**config.mk**
```make
export PLATFORM = sky130hd
export DESIGN_NAME = supply_and_bulk_sequencer
export DESIGN_NICKNAME = d
export VERILOG_FILES = /design/src/seq_pkg.sv /design/src/bulk_filter.sv /design/src/supply_and_bulk_sequencer.sv
export VERILOG_INCLUDE_DIRS = /design/src /design/src/src
export SDC_FILE = /design/constraint.sdc
export NUM_CORES = 1
export LEC_CHECK = 0
export BUFFER_PORTS_ARGS = -buffer_cell sky130_fd_sc_hd__buf_2
export CORE_ASPECT_RATIO = 1.1
export CORE_MARGIN = 5
export CORE_UTILIZATION = 45
export CTS_CLUSTER_DIAMETER = 50
export DETAILED_ROUTE_END_ITERATION = 8
export PLACE_DENSITY_LB_ADDON = 0.2
export SETUP_SLACK_MARGIN = 0.4
export SYNTH_ARGS = -nofsm -noshare
export SYNTH_HDL_FRONTEND = slang
export SYNTH_SLANG_ARGS = --single-unit
```
**constraint.sdc**
```tcl
create_clock -name clk -period 2.5 [get_ports clk]
set_input_delay 0.25 -clock clk [delete_from_list [all_inputs] [get_ports clk]]
set_output_delay 0.25 -clock clk [all_outputs]
set_load 0.05 [all_outputs]
```
**src/seq_cfg.svh**
```systemverilog
// Purpose: constants for the supply and bulk sequencer
// Assumes: 40 MHz clock
// Notes: filter count derived from a time in its own unit; limit step given in cycles
`ifndef SEQ_CFG_SVH
`define SEQ_CFG_SVH
`define CLK_MHZ 40
`define BULK_FILTER_TIME_NS 25000
`define BULK_FILTER_CYCLES ((`BULK_FILTER_TIME_NS * `CLK_MHZ) / 1000)
`define DIE_LIMIT_DEG_C 130
`define LIMIT_STEP_CYCLES 64
`endif

```
**src/seq_pkg.sv**
```systemverilog
// Purpose: types for the supply and bulk sequencer
// Assumes: nothing
// Notes: one-hot supply states
package seq_pkg;
  typedef enum logic [3:0] {
    ST_OFF = 4'h1,
    ST_CHARGE = 4'h2,
    ST_RUN = 4'h4,
    ST_CYCLE = 4'h8
  } supply_state_t;
endpackage

```
**src/bulk_filter.sv**
```systemverilog
// Purpose: brown-out comparator digital filter
// Assumes: comparator synchronous to clk
// Notes: output changes only after a full stable run
`timescale 1ns/10ps
module bulk_filter #(
  parameter int COUNT = 1000
) (
  input wire logic clk,
  input wire logic reset,
  input wire logic ce,
  input wire logic raw_in,
  output logic filt_q
);
  localparam int W = $clog2(COUNT + 1);
  logic [W-1:0] cnt_q;

  always_ff @(posedge clk) begin
    if (reset) begin
      cnt_q <= '0;
      filt_q <= 1'b0;
    end else if (ce) begin
      if (raw_in == filt_q) begin
        cnt_q <= '0;
      end else if (cnt_q == W'(COUNT - 1)) begin
        cnt_q <= '0;
        filt_q <= raw_in;
      end else begin
        cnt_q <= cnt_q + 1'b1;
      end
    end
  end
endmodule // bulk_filter

```
**src/supply_and_bulk_sequencer.sv**
```systemverilog
// Purpose: supply, startup source and brown-out sequencing
// Assumes: comparator inputs synchronous to clk
// Notes: all outputs registered
`timescale 1ns/10ps
`include "seq_cfg.svh"

module supply_and_bulk_sequencer #(
  parameter int FILTER_CYCLES = `BULK_FILTER_CYCLES,
  parameter int LIMIT_STEP = `LIMIT_STEP_CYCLES
) (
  // clock and reset
  input wire logic clk,
  input wire logic reset,
  input wire logic ce,
  // supply comparators
  input wire logic vcc_above_start,
  input wire logic vcc_above_stop,
  input wire logic vcc_above_reset,
  // events and conditions
  input wire logic bo_comp,
  input wire logic recovery_expired,
  input wire logic thermal_shutdown,
  input wire logic die_hot,
  input wire logic vcc_short,
  input wire logic light_load,
  input wire logic fault,
  // outputs
  output logic startup_on_q,
  output logic startup_current_low_q,
  output logic startup_current_high_q,
  output logic [3:0] startup_limit_q,
  output logic self_supply_cycling_q,
  output logic hysteresis_sink_q,
  output logic bulk_discharge_q,
  output logic switching_en_q,
  output logic front_stage_control_out_q,
  output logic bulk_ok_q
);
  import seq_pkg::*;

  // ----------------------------------------
  // filter and event edges
  // ----------------------------------------
  logic bulk_ok;
  logic bulk_ok_prev_q;
  logic tsd_prev_q;
  logic restart_evt;
  seq_pkg::supply_state_t state_q;
  seq_pkg::supply_state_t state_d;

  bulk_filter #(.COUNT(FILTER_CYCLES)) u_filter (
    .clk(clk),
    .reset(reset),
    .ce(ce),
    .raw_in(bo_comp),
    .filt_q(bulk_ok)
  );

  always_ff @(posedge clk) begin
    if (reset) begin
      bulk_ok_prev_q <= 1'b0;
      tsd_prev_q <= 1'b0;
      bulk_ok_q <= 1'b0;
    end else if (ce) begin
      bulk_ok_prev_q <= bulk_ok;
      tsd_prev_q <= thermal_shutdown;
      bulk_ok_q <= bulk_ok;
    end
  end

  // bulk_ok rise, timer expiry, thermal shutdown end
  assign restart_evt = (bulk_ok && !bulk_ok_prev_q) || recovery_expired ||
                       (tsd_prev_q && !thermal_shutdown);

  // ----------------------------------------
  // supply state machine
  // ----------------------------------------
  always_comb begin
    state_d = state_q;
    case (state_q)
      ST_OFF: begin
        if (!thermal_shutdown) begin
          state_d = ST_CHARGE;
        end
      end
      ST_CHARGE: begin
        if (vcc_above_start) begin
          state_d = ST_RUN;
        end
      end
      ST_RUN: begin
        if (!vcc_above_stop) begin
          state_d = ST_CYCLE;
        end else if (restart_evt && !vcc_above_start) begin
          state_d = ST_CYCLE;
        end
      end
      ST_CYCLE: begin
        if (vcc_above_start && !startup_on_q) begin
          state_d = ST_RUN;
        end
      end
      default: state_d = ST_OFF;
    endcase
    if (!vcc_above_reset) begin
      state_d = ST_OFF;
    end
  end

  always_ff @(posedge clk) begin
    if (reset) begin
      state_q <= ST_OFF;
    end else if (ce) begin
      state_q <= state_d;
    end
  end

  // ----------------------------------------
  // startup source
  // ----------------------------------------
  always_ff @(posedge clk) begin
    if (reset) begin
      startup_on_q <= 1'b0;
    end else if (ce) begin
      if (thermal_shutdown || vcc_above_start) begin
        startup_on_q <= 1'b0;
      end else if (state_d == ST_CHARGE || restart_evt) begin
        startup_on_q <= 1'b1;
      end else if (state_d == ST_CYCLE && !vcc_above_stop) begin
        startup_on_q <= 1'b1;
      end
    end
  end

  always_ff @(posedge clk) begin
    if (reset) begin
      startup_current_low_q <= 1'b0;
      startup_current_high_q <= 1'b0;
    end else if (ce) begin
      startup_current_low_q <= vcc_short;
      startup_current_high_q <= !vcc_short;
    end
  end

  // progressive limit of the high level while the die is hot
  logic [$clog2(LIMIT_STEP + 1)-1:0] step_q;
  always_ff @(posedge clk) begin
    if (reset) begin
      step_q <= '0;
      startup_limit_q <= 4'h0;
    end else if (ce) begin
      if (step_q == ($bits(step_q))'(LIMIT_STEP - 1)) begin
        step_q <= '0;
        if (die_hot && startup_limit_q != 4'hF) begin
          startup_limit_q <= startup_limit_q + 4'h1;
        end else if (!die_hot && startup_limit_q != 4'h0) begin
          startup_limit_q <= startup_limit_q - 4'h1;
        end
      end else begin
        step_q <= step_q + 1'b1;
      end
    end
  end

  // ----------------------------------------
  // bulk pin, switching, front stage
  // ----------------------------------------
  always_ff @(posedge clk) begin
    if (reset) begin
      self_supply_cycling_q <= 1'b0;
      bulk_discharge_q <= 1'b1;
      hysteresis_sink_q <= 1'b0;
      switching_en_q <= 1'b0;
      front_stage_control_out_q <= 1'b0;
    end else if (ce) begin
      self_supply_cycling_q <= (state_d == ST_CYCLE);
      bulk_discharge_q <= (state_d == ST_OFF) || (state_d == ST_CHARGE);
      hysteresis_sink_q <= !(state_d == ST_OFF || state_d == ST_CHARGE)
                           && !bulk_ok;
      switching_en_q <= (state_d == ST_RUN) && bulk_ok;
      front_stage_control_out_q <= (state_d == ST_RUN) && !light_load
                                   && !fault;
    end
  end
endmodule // supply_and_bulk_sequencer

```
# Yosys cells after proc, flatten, opt, wreduce, memory -nomap -nowiden

Cells that the tools add are included.

Register bits after elaboration: 36
Latch bits: 0
Bits in writable memories: 0
Memory bits (read-only): 0
Input port bits: 13
Logic and storage cells: 80
Memories: 0

$add $sub $neg: 4
Multiply operators: 0
Div/mod/pow operators: 0
Order comparisons: 0
Eq/ne operators: 12
Shift operators: 0
Muxes and demuxes: 15
Bitwise gates (word level): 1
Reduce and logical (&&, ||, !) cells: 33

Operators by type and width:

| operator              | count |
|---|---|
| $mux 4                | 8 |
| $mux 10               | 2 |
| $pmux 4 s4            | 1 |
| $logic_and 1x1->1     | 11 |
| $logic_not 1->1       | 11 |
| $add 10x1->10 const B | 1 |
| $eq 10x10->1 const B  | 1 |
| $eq 4x1->1 const B    | 2 |
| $eq 4x2->1 const B    | 2 |
| $eq 4x3->1 const B    | 2 |
| $eq 4x4->1 const B    | 2 |
| $add 7x1->7 const B   | 1 |
| $eq 7x6->1 const B    | 1 |
| $mux 7                | 1 |
| $reduce_and 3->1      | 2 |
| $logic_or 1x1->1      | 5 |
| $add 4x1->4 const B   | 1 |
| $ne 4x4->1 const B    | 1 |
| $reduce_bool 4->1     | 1 |
| $sub 4x1->4 const B   | 1 |
| $mux 1                | 3 |
| $reduce_bool 3->1     | 1 |
| $reduce_and 2->1      | 1 |
| $reduce_bool 2->1     | 1 |
| 2 further kinds       | 2 |

# Depth between registers and ports, before layout

Gate-level depths: netlist (run 1).

Depth in word-level cells: 14
Gate-level depth with buffers: 8
Gate-level depth less buffers: 8

# Hierarchy

A second synthesis (run 1) with hierarchy kept.

Cells, all modules: 227
Area, all modules: 1961.9 µm²

By module, submodules not included:

| module                    | instances | cells each | area each (µm²) | seq. area each (µm²) |
|---|---|---|---|---|
| supply_and_bulk_sequencer | 1         | 154        | 1335.0          | 500.5 |
| bulk_filter               | 1         | 73         | 626.9           | 220.2 |

# Worst setup path before layout (run 1)

Ideal clock, no wire load.

Path kind: register -> register
Start point: register startup_limit_q[0]
End point: register startup_limit_q[3]
Arrival: 2.127 ns
Required time: 2.430 ns
Slack: 0.302 ns
Stages on the path, launching flop included: 9
Path buffers: 0
Period minus slack after synthesis: 2.198 ns
Path through: dfxtp_1 > nand4_1 > nand2_1 > ha_1 > a21o_1 > a21oi_1 > xor2_1 > or3_1 > a21oi_1

Cells in the longest elaborated chain, start to end: 4
Elaborated cells between the ends (all ways): 10
Classes of those cells: add/sub (2); eq/ne (1); mux (2); reduce/logical (5)

Ends and longest elaborated chain:

| item                                                | line                             | text |
|---|---|---|
| start, declared                                     | supply_and_bulk_sequencer.sv:31  | `output logic [3:0] startup_limit_q,` |
| start signal, assigned                              | supply_and_bulk_sequencer.sv:155 | `startup_limit_q <= startup_limit_q + 4'h1;` |
| start signal, assigned                              | supply_and_bulk_sequencer.sv:157 | `startup_limit_q <= startup_limit_q - 4'h1;` |
| branches (longest 4 deep; another with $sub 4x1->4) | n/a                              |  |

Parallel ways; which one is timed is not known. The select of a mux whose other input is x is not followed.
A chain may end at the register's enable or synchronous reset.

# Worst setup path in the final report (run 1)

Start point: register step_q[0]
End point: register startup_limit_q[3]

Cells in the longest elaborated chain, start to end: 2

Ends and longest elaborated chain:

| item                       | line                             | text |
|---|---|---|
| start, declared            | supply_and_bulk_sequencer.sv:146 | `logic [$clog2(LIMIT_STEP + 1)-1:0] step_q;` |
| start signal, assigned     | supply_and_bulk_sequencer.sv:160 | `step_q <= step_q + 1'b1;` |
| $eq 7x6->1                 | supply_and_bulk_sequencer.sv:152 | `if (step_q == ($bits(step_q))'(LIMIT_STEP - 1)) begin` |
| $reduce_and 3->1 (no line) | n/a                              |  |

No other way between the ends.

==> summary.md, run 1 <==
| Metric | Value |
|---|---|
| Outcome | finished clean |
| Routed vias | approximately 1,600 |
| IO Count | 26 |
| Nets | 260 |
| Max-cap violations | 0 |
| Initial antenna violation count | 0 |
| EDFF count, synth | 0 |
| Clock Latency Late Sink | roughly 290 ps |
| Final Cycle Share | 0.754 |
| DR iter-0 viols | 100 |
| Diode count | 0 |
| Multi-input logic area | between 1000 and 1500 um2 |
| Area growth syn-to-layout | 13.8% |
| Initial Utilization | 0.467 |
| Critical path capture point type | flop |
| Maximum clock frequency | 0.531 GHz |
| Rows | 24 |
| Max_slew headroom | 0.632 |
| Clock skew | around 10 ps |
| Hold Crit Class | input port to flop |
| DRT Wirelength | ~3.7 mm |
| Pleak | 0.872 nW |
| Register area share after synthesis | 0.389 |
| Drt via density | about 5.4 |
| # placed instances | approximately 290 |
| Pwr dens | roughly 560 nW/um2 |
| Die Y | slightly below 80 um |
| Synth top area share | 0.389 |
| Slew Viols, Final | 0 |
| Critical path arrival | roughly 2100 ps |
| CTS clk-pin slew, worst paths | 70 ps |
| Critical path class | flop to flop |
| Vias in the first global route | ~1,400 |
| Worst vdd ir | about 0.00034 V |
| Synth cell count leaders | dfxtp_1, nor2_1, nand2_1, a21oi_1, inv_1 |
| Distinct cells, synth | 50 |
| Core area | 3960 um2 |
| Combinational share of power | 0.078 |
| Synth area leaders | dfxtp_1, nor2_1, mux2i_1, a21oi_1, nand2_1 |
| Most numerous cell in the Yosys netlist | dfxtp_1 |
| H-tree levels | 2 |
| Net Switching | around 0.00028 W |
| Die width | ~71 um |
| Routed Antenna Nets | 0 |
| Hold Crit Depth | 2 |
| Post-CTS Resized | 0 |
| DP HPWL | between 2 and 3 mm |
| Fill cells | around 390 |
| CTS Root Cell | clkbuf_8 |
| Hold wc startpoint | vcc_short |
| Largest net degree at the start of global routing | 28 |
| Hold Crit Endpoint | startup_current_high_q$_SDFFE_PP0P_ |
| Mapped Cells | between 200 and 250 |
| Share of cells above drive strength 1 | 0.169 |
| R2R cell count | 6 |
| TritonCTS Buffers | 5 |
| Register area | 726 um2 |
| CP startpoint | step_q[0]$_SDFFE_PP0P_ |
| Synth area leader | dfxtp_1 |
| Reg-to-reg slack, setup | between 600 and 700 ps |
| Reg2reg end | startup_limit_q[3]$_SDFFE_PP0P_ |
| Post-Syn Area per Cell | about 8.4 um2 |
| TNS Setup | 0 ps |
| Postcts setup bufs | 0 |
| Worst-case clock buffer depth | 2 |
| GR Overflow Total | 0 |
| Final Hold Fails | 0 |
| First-pass GRT wire length | ~6.4 mm |
| Mapped Nets | 239 |
| Port buffer count | 25 |
| Worst slew pin tran | about 550 ps |
| RSZ-0062 raised after global routing | false |
| RR Startpoint | step_q[0]$_SDFFE_PP0P_ |
| Yosys Warn Count | 0 |
| Full die area | about 5500 um2 |
| Ys flop type | dfxtp_1 |
| Hold-fix buffers, CTS | 0 |
| Int Pwr | 0.000912 W |
| Clock group share of total power | 0.424 |
| Remaining DRCs | 0 |
| Layout Utilization | 0.532 |
| Sw Ratio | 0.234 |
| Setup violators final | 0 |
| Sequential fraction of design power | 0.498 |
| CTS tree | built |
| Drt pass-1 iters | 4 |
| Startpoint types | flop |
| Synthesized area | 1850 um2 |
| Req. time, crit path | about 2700 ps |
| WL/cell | 12.7 um |
| Finished Layout Cells | between 200 and 300 |
| Total global routing track utilization | 0.144 |
| Async set-reset flop share out of synthesis | 0 |
| Final min period | ~1900 ps |
| Max FO, Critical Path | 5 |
| Routability cong. | a little over 0.8 |
| CTS Sinks | 36 |
| Synth Register Bits | 36 |
power by group through the flow:
stage	Combinational (W)	Clock (W)	Sequential [W]
after floorplan	0.0000563	0	0.000615
after global routing	0.000104	0.000546	0.000595
after detailed placement	0.0000934	0	0.000606
after global placement	0.0000927	0	0.000606
after CTS	0.0000939	0.000518	0.000593
final	0.0000925	0.000504	0.000593
state kept, by name (all words and copies together) (netlist names), 4 cells and up:
signal	cells
state_q	4
startup_limit_q	4
step_q	7
u_filter.cnt_q	10
layout make-up:
cell class | instances | share of cell area
sequential | 36 | 0.344
tap | 52 | 0.0308
multi-input combinational | 165 | 0.499
clock buffer | 6 | 0.0344
timing repair buffer | 25 | 0.0593
clock inverter | 2 | 0.0166
inverter | 9 | 0.0160
stage by stage:
| stage | area (um2) | hold WS (ps) | total power [W] | setup WS [ps] |
|---|---|---|---|---|
| after CTS | 2110 | 149 | 0.00120 | 603 |
| after detailed placement | 2000 | 442 | 0.000699 | 617 |
| after global placement | 2000 | 431 | 0.000698 | 654 |
| after global routing | 2110 | 159 | 0.00124 | 479 |
| after floorplan | 1860 | 351 | 0.000671 | 527 |
| final | 2110 | 154 | 0.00119 | 616 |
layout by cell type, fill, tap and decap left out, types with 7 or more instances in the layout:
| master | instances |
|---|---|
| a21oi_1 | 13 |
| buf_2 | 25 |
| dfxtp_1 | 32 |
| inv_1 | 9 |
| mux2i_1 | 8 |
| nand2_1 | 17 |
| nand3_1 | 7 |
| nor2_1 | 25 |
| o21ai_0 | 8 |
| xor2_1 | 7 |
worst max-delay path by stage:
stage | slack (ps) | to | depth (start not counted)
floorplan | 530 | startup_limit_q[3]$_SDFFE_PP0P_ | 8
global placement | 650 | startup_limit_q[3]$_SDFFE_PP0P_ | 8
detailed placement | 620 | startup_limit_q[3]$_SDFFE_PP0P_ | 6
global route | 480 | startup_limit_q[3]$_SDFFE_PP0P_ | 8
CTS | 600 | startup_limit_q[3]$_SDFFE_PP0P_ | 8
finish | 620 | startup_limit_q[3]$_SDFFE_PP0P_ | 6
logic make-up after synthesis:
group / Yosys count / synth area share
muxes: 8 / 0.0432
xor gates and xnor gates: 9 / 0.0425
adders and majority gates: 5 / 0.0378
and+or+nand+nor: 90 / 0.250
DFF: 36 / 0.389
buffers and inverters: 20 / 0.0432
AOI/OAI and AO/OA: 53 / 0.194
layer usage:
metal  wire length (um)  up-vias  global-route usage
li1                   -      842                   -
met2               1710       28               0.229
met1               1790      726               0.173
met5                  0        -                   0
met3                163        7              0.0353
met4                 91        0              0.0865
worst max-delay path, stage by stage, from the launching register on:
cell and delay (ps):
dfxtp_1 390, ha_1 210, nand2_1 90, or3_1 310, a211o_1 320, or3_1 370
a21oi_1 130
(Power assumes the default switching activity.)
==> run 2, diff against run 1 <==
--- a/config.mk
+++ b/config.mk
@@ -6,6 +6,7 @@
 export SDC_FILE = /design/constraint.sdc
 export NUM_CORES = 1
 export LEC_CHECK = 0
+export ABC_AREA = 1
 export BUFFER_PORTS_ARGS = -buffer_cell sky130_fd_sc_hd__buf_2
 export CORE_ASPECT_RATIO = 1.1
 export CORE_MARGIN = 5
==> constraint.sdc (replaced) <==
create_clock -name clk -period 1.9 [get_ports clk]
set_input_delay 0.19 -clock clk [delete_from_list [all_inputs] [get_ports clk]]
set_output_delay 0.19 -clock clk [all_outputs]
set_load 0.05 [all_outputs]
==> run 2 against run 1 <==
Net effect: synthesized cell count is 19% higher; non-clock buffer count is 11 higher; setup slack worse by 340 ps; sequential power is 33% higher; combinational power is 110% higher; clock power hardly changed; final cell count is 20% higher; worst hold slack better by 16 ps; critical path type unchanged; largest cell class unchanged.
==> summary.md, run 2 <==
| Metric | Value |
|---|---|
| CP startpoint | startup_limit_q[3]$_SDFFE_PP0P_ |
| Synth area leaders | dfxtp_1, nand2_1, a21oi_1, nor2_1, inv_1 |
| Worst vdd ir | 0.000352 V (+4.6%) |
| Synth Register Bits | 36 (unchanged) |
| Post-Syn Area per Cell | 7.08 um2 (-16%) |
| Die width | 71.5 um (+0.37%) |
| DR iter-0 viols | 112 (+12%) |
| EDFF count, synth | 0 (unchanged) |
| Startpoint types | flop |
| Drt via density | 5.00 (-8.0%) |
| Max-cap violations | 0 (unchanged) |
| Synth area leader | dfxtp_1 |
| Worst slew pin tran | 249 ps (-301 ps) |
| Register area share after synthesis | 0.386 (-0.00338) |
| H-tree levels | 2 (unchanged) |
| Largest registers | u_filter.cnt_q x10, step_q x7 |
| Mapped Cells | 264 (+19%) |
| Vias in the first global route | 1,681 (+16%) |
| Maximum clock frequency | 0.614 GHz (+16%) |
| CTS clk-pin slew, worst paths | 70 ps (about the same) |
| Port buffer count | 25 (unchanged) |
| Finished Layout Cells | 353 (+20%) |
| Critical Path Sink | startup_limit_q[1]$_SDFFE_PP0P_ |
| Max FO, Critical Path | 3 (-2) |
| Full die area | 5540 um2 (+0.76%) |
| Commonest non-fill, non-tap cell in the layout | nand2_1 |
| Reg with most FFs | u_filter.cnt_q |
| Slew Viols, Final | 0 (unchanged) |
| Remaining DRCs | 0 (unchanged) |
| First-pass GRT wire length | 7.03 mm (+10%) |
| Int Pwr | 0.00109 W (+20%) |
| Routed Antenna Nets | 0 (unchanged) |
| Most frequent cells in the layout | nand2_1, dfxtp_1, a21oi_1 |
| CTS tree | built |
| Rows | 24 (unchanged) |
| WL/cell | 11.3 um (-11%) |
| Max_slew headroom | 0.832 (+0.200) |
| Reg-to-reg slack, setup | 270 ps (-340 ps) |
| WP buf/inv | 2 (+2) |
| Largest net degree at the start of global routing | 27 (-3.6%) |
| Distinct cells, synth | 32 (-36%) |
| RR Startpoint | startup_limit_q[3]$_SDFFE_PP0P_ |
| DP HPWL | 2.79 mm (+3.8%) |
| Final min period | 1630 ps (-256 ps) |
| Critical path capture point type | flop |
| Total global routing track utilization | 0.155 (+0.0117) |
| Die Y | 77.6 um (+0.38%) |
| Hold Crit Depth | 3 (+1) |
| Number of cells on the critical path | 7 (+1) |
| CTS Root Cell | clkbuf_8 |
| Final Cycle Share | 0.857 (+0.103) |
| Synth top area share | 0.386 (-0.00338) |
| Post-place setup slack | 135 ps (-482 ps) |
| Async set-reset flop share out of synthesis | 0 (unchanged) |
| Setup violators final | 0 (unchanged) |
| Critical path arrival | 1800 ps (-300 ps) |
| Clock skew | 9.53 ps (-0.727 ps) |
| Worst-path cell chain | nand3_4, o21ai_4, buf_4, buf_4, fa_2, o21ai_1, nor2_1 |
| GR Overflow Total | 0 (unchanged) |
| RSZ-0062 raised after global routing | true |
| # placed instances | 337 (+17%) |
| Critical path's slowest cell | fa_2 |
| Most numerous cell in the Yosys netlist | nand2_1 |
| Max reg flops | 10 (unchanged) |
| Combinational share of power | 0.132 (+0.054) |
| Synthesized area | 1870 um2 (+0.88%) |
| Initial Utilization | 0.468 (+0.000558) |
| Routability cong. | 0.820 (+0.85%) |
| Worst-case clock buffer depth | 2 (unchanged) |
| Core area | 3990 um2 (+0.76%) |
| Pwr dens | 655 nW/um2 (+16%) |
| Diode count | 0 (unchanged) |
| CP max stage delay | 430 ps (+40 ps) |
| DRT Wirelength | 4.00 mm (+6.6%) |
| Clock Latency Late Sink | 280 ps (about the same) |
| Ys flop type | dfxtp_1 |
| Layout Utilization | 0.570 (+0.0377) |
| Initial antenna violation count | 0 (unchanged) |
| Routed vias | 1,764 (+10%) |
| CTS Sinks | 36 (unchanged) |
| Critical path class | flop to flop |
| Worst hold slack | 170 ps (+16.2 ps) |
| Share of cells above drive strength 1 | 0.223 (+0.0539) |
| Reg2reg end | startup_limit_q[1]$_SDFFE_PP0P_ |
| Clock group share of total power | 0.340 (-0.084) |
| IO Count | 26 (unchanged) |
| TritonCTS Buffers | 5 (unchanged) |
| Synth cell count leaders | nand2_1, dfxtp_1, a21oi_1, nor2_1, inv_1 |
| CP dominant cell by count | buf_4 |
| Sw Ratio | 0.267 (+0.0335) |
| Req. time, crit path | 2080 ps (-640 ps) |
| Worst setup margin | 272 ps (-344 ps) |
| Net Switching | 0.000398 W (+43%) |
| R2R cell count | 7 (+1) |
| Area growth syn-to-layout | 21.8% |
| Pleak | 0.979 nW (+12%) |
| Yosys Warn Count | 0 (unchanged) |
| Nets | 318 (+22%) |
| TNS Setup | 0 ps (unchanged) |
| Final Hold Fails | 0 (unchanged) |
| CP top delay family | adder cells |
| Drt pass-1 iters | 4 (unchanged) |
| Hold Crit Class | input port to flop |
| Outcome | finished clean |
| Mapped Nets | 282 (+18%) |
| Sequential fraction of design power | 0.528 (+0.030) |
## run 2: kinds of logic (layout without fill, tap and decap cells)
kind of cell	Yosys count	in the layout	share of synthesized area
adder cells (fa/ha/maj)	5	5	0.0375
AND/OR/NAND/NOR	123	123	0.307
XOR/XNOR	3	3	0.0141
AO/OA/AOI/OAI	62	62	0.179
flip-flops	36	36	0.386
buffers and inverters	35	72	0.0770
## run 2: how the worst min path moves through the flow
stage | startpoint | end | slack, ps
after floorplan | vcc_above_reset | state_q[2]$_SDFFE_PP0P_ | 330
after global placement | vcc_short | startup_current_low_q$_SDFFE_PP0P_ | 440
final | vcc_short | startup_current_low_q$_SDFFE_PP0P_ | 170
after CTS | vcc_short | startup_current_low_q$_SDFFE_PP0P_ | 150
after global routing | vcc_short | startup_current_low_q$_SDFFE_PP0P_ | 180
after detailed placement | bulk_discharge_q$_SDFFE_PP1P_ | bulk_discharge_q$_SDFFE_PP1P_ | 450
## run 2: area by class of cell
type | instances | area [um2]
flip-flops and latches | 36 | 736
inverters | 28 | 113
multi-input cells | 193 | 1070
repair buffers | 36 | 211
clock inverters | 1 | 3.75
clock buffers | 7 | 76.3
fillers | 391 | 1720
well taps | 52 | 65.1
## run 2: stage by stage
stage                     total power (W)  area, um2
after global placement           0.000986       2080
after CTS                         0.00151       2220
after global routing              0.00157       2280
after detailed placement         0.000988       2080
final                             0.00149       2280
after floorplan                  0.000936       1900
## run 2: worst min-delay path, stage by stage
cell and delay (ps):
buf_2 90, nor2_1 50, nor2_1 80
## run 2: timing repair
item	in CTS	in global routing
setup endpoints to repair	1	10
hold buffers	0	0
buffers inserted	7	1
gates resized for setup	4	10
pin swaps	7	5
## run 2: per-layer routing
metal / up-vias / part of all wire / track usage
li1: 947 / - / -
met1: 770 / 0.47 / 0.193
met2: 43 / 0.47 / 0.252
met3: 4 / 0.053 / 0.0478
met4: 0 / 0.010 / 0.0564
met5: - / 0 / 0
## run 2: power groups by stage
stage / combinational [W] / clock [W] / sequential (W)
finish: 0.000197 / 0.000507 / 0.000787
global route: 0.000220 / 0.000562 / 0.000789
CTS: 0.000191 / 0.000530 / 0.000787
detailed placement: 0.000184 / 0 / 0.000804
global placement: 0.000182 / 0 / 0.000804
floorplan: 0.000102 / 0 / 0.000835
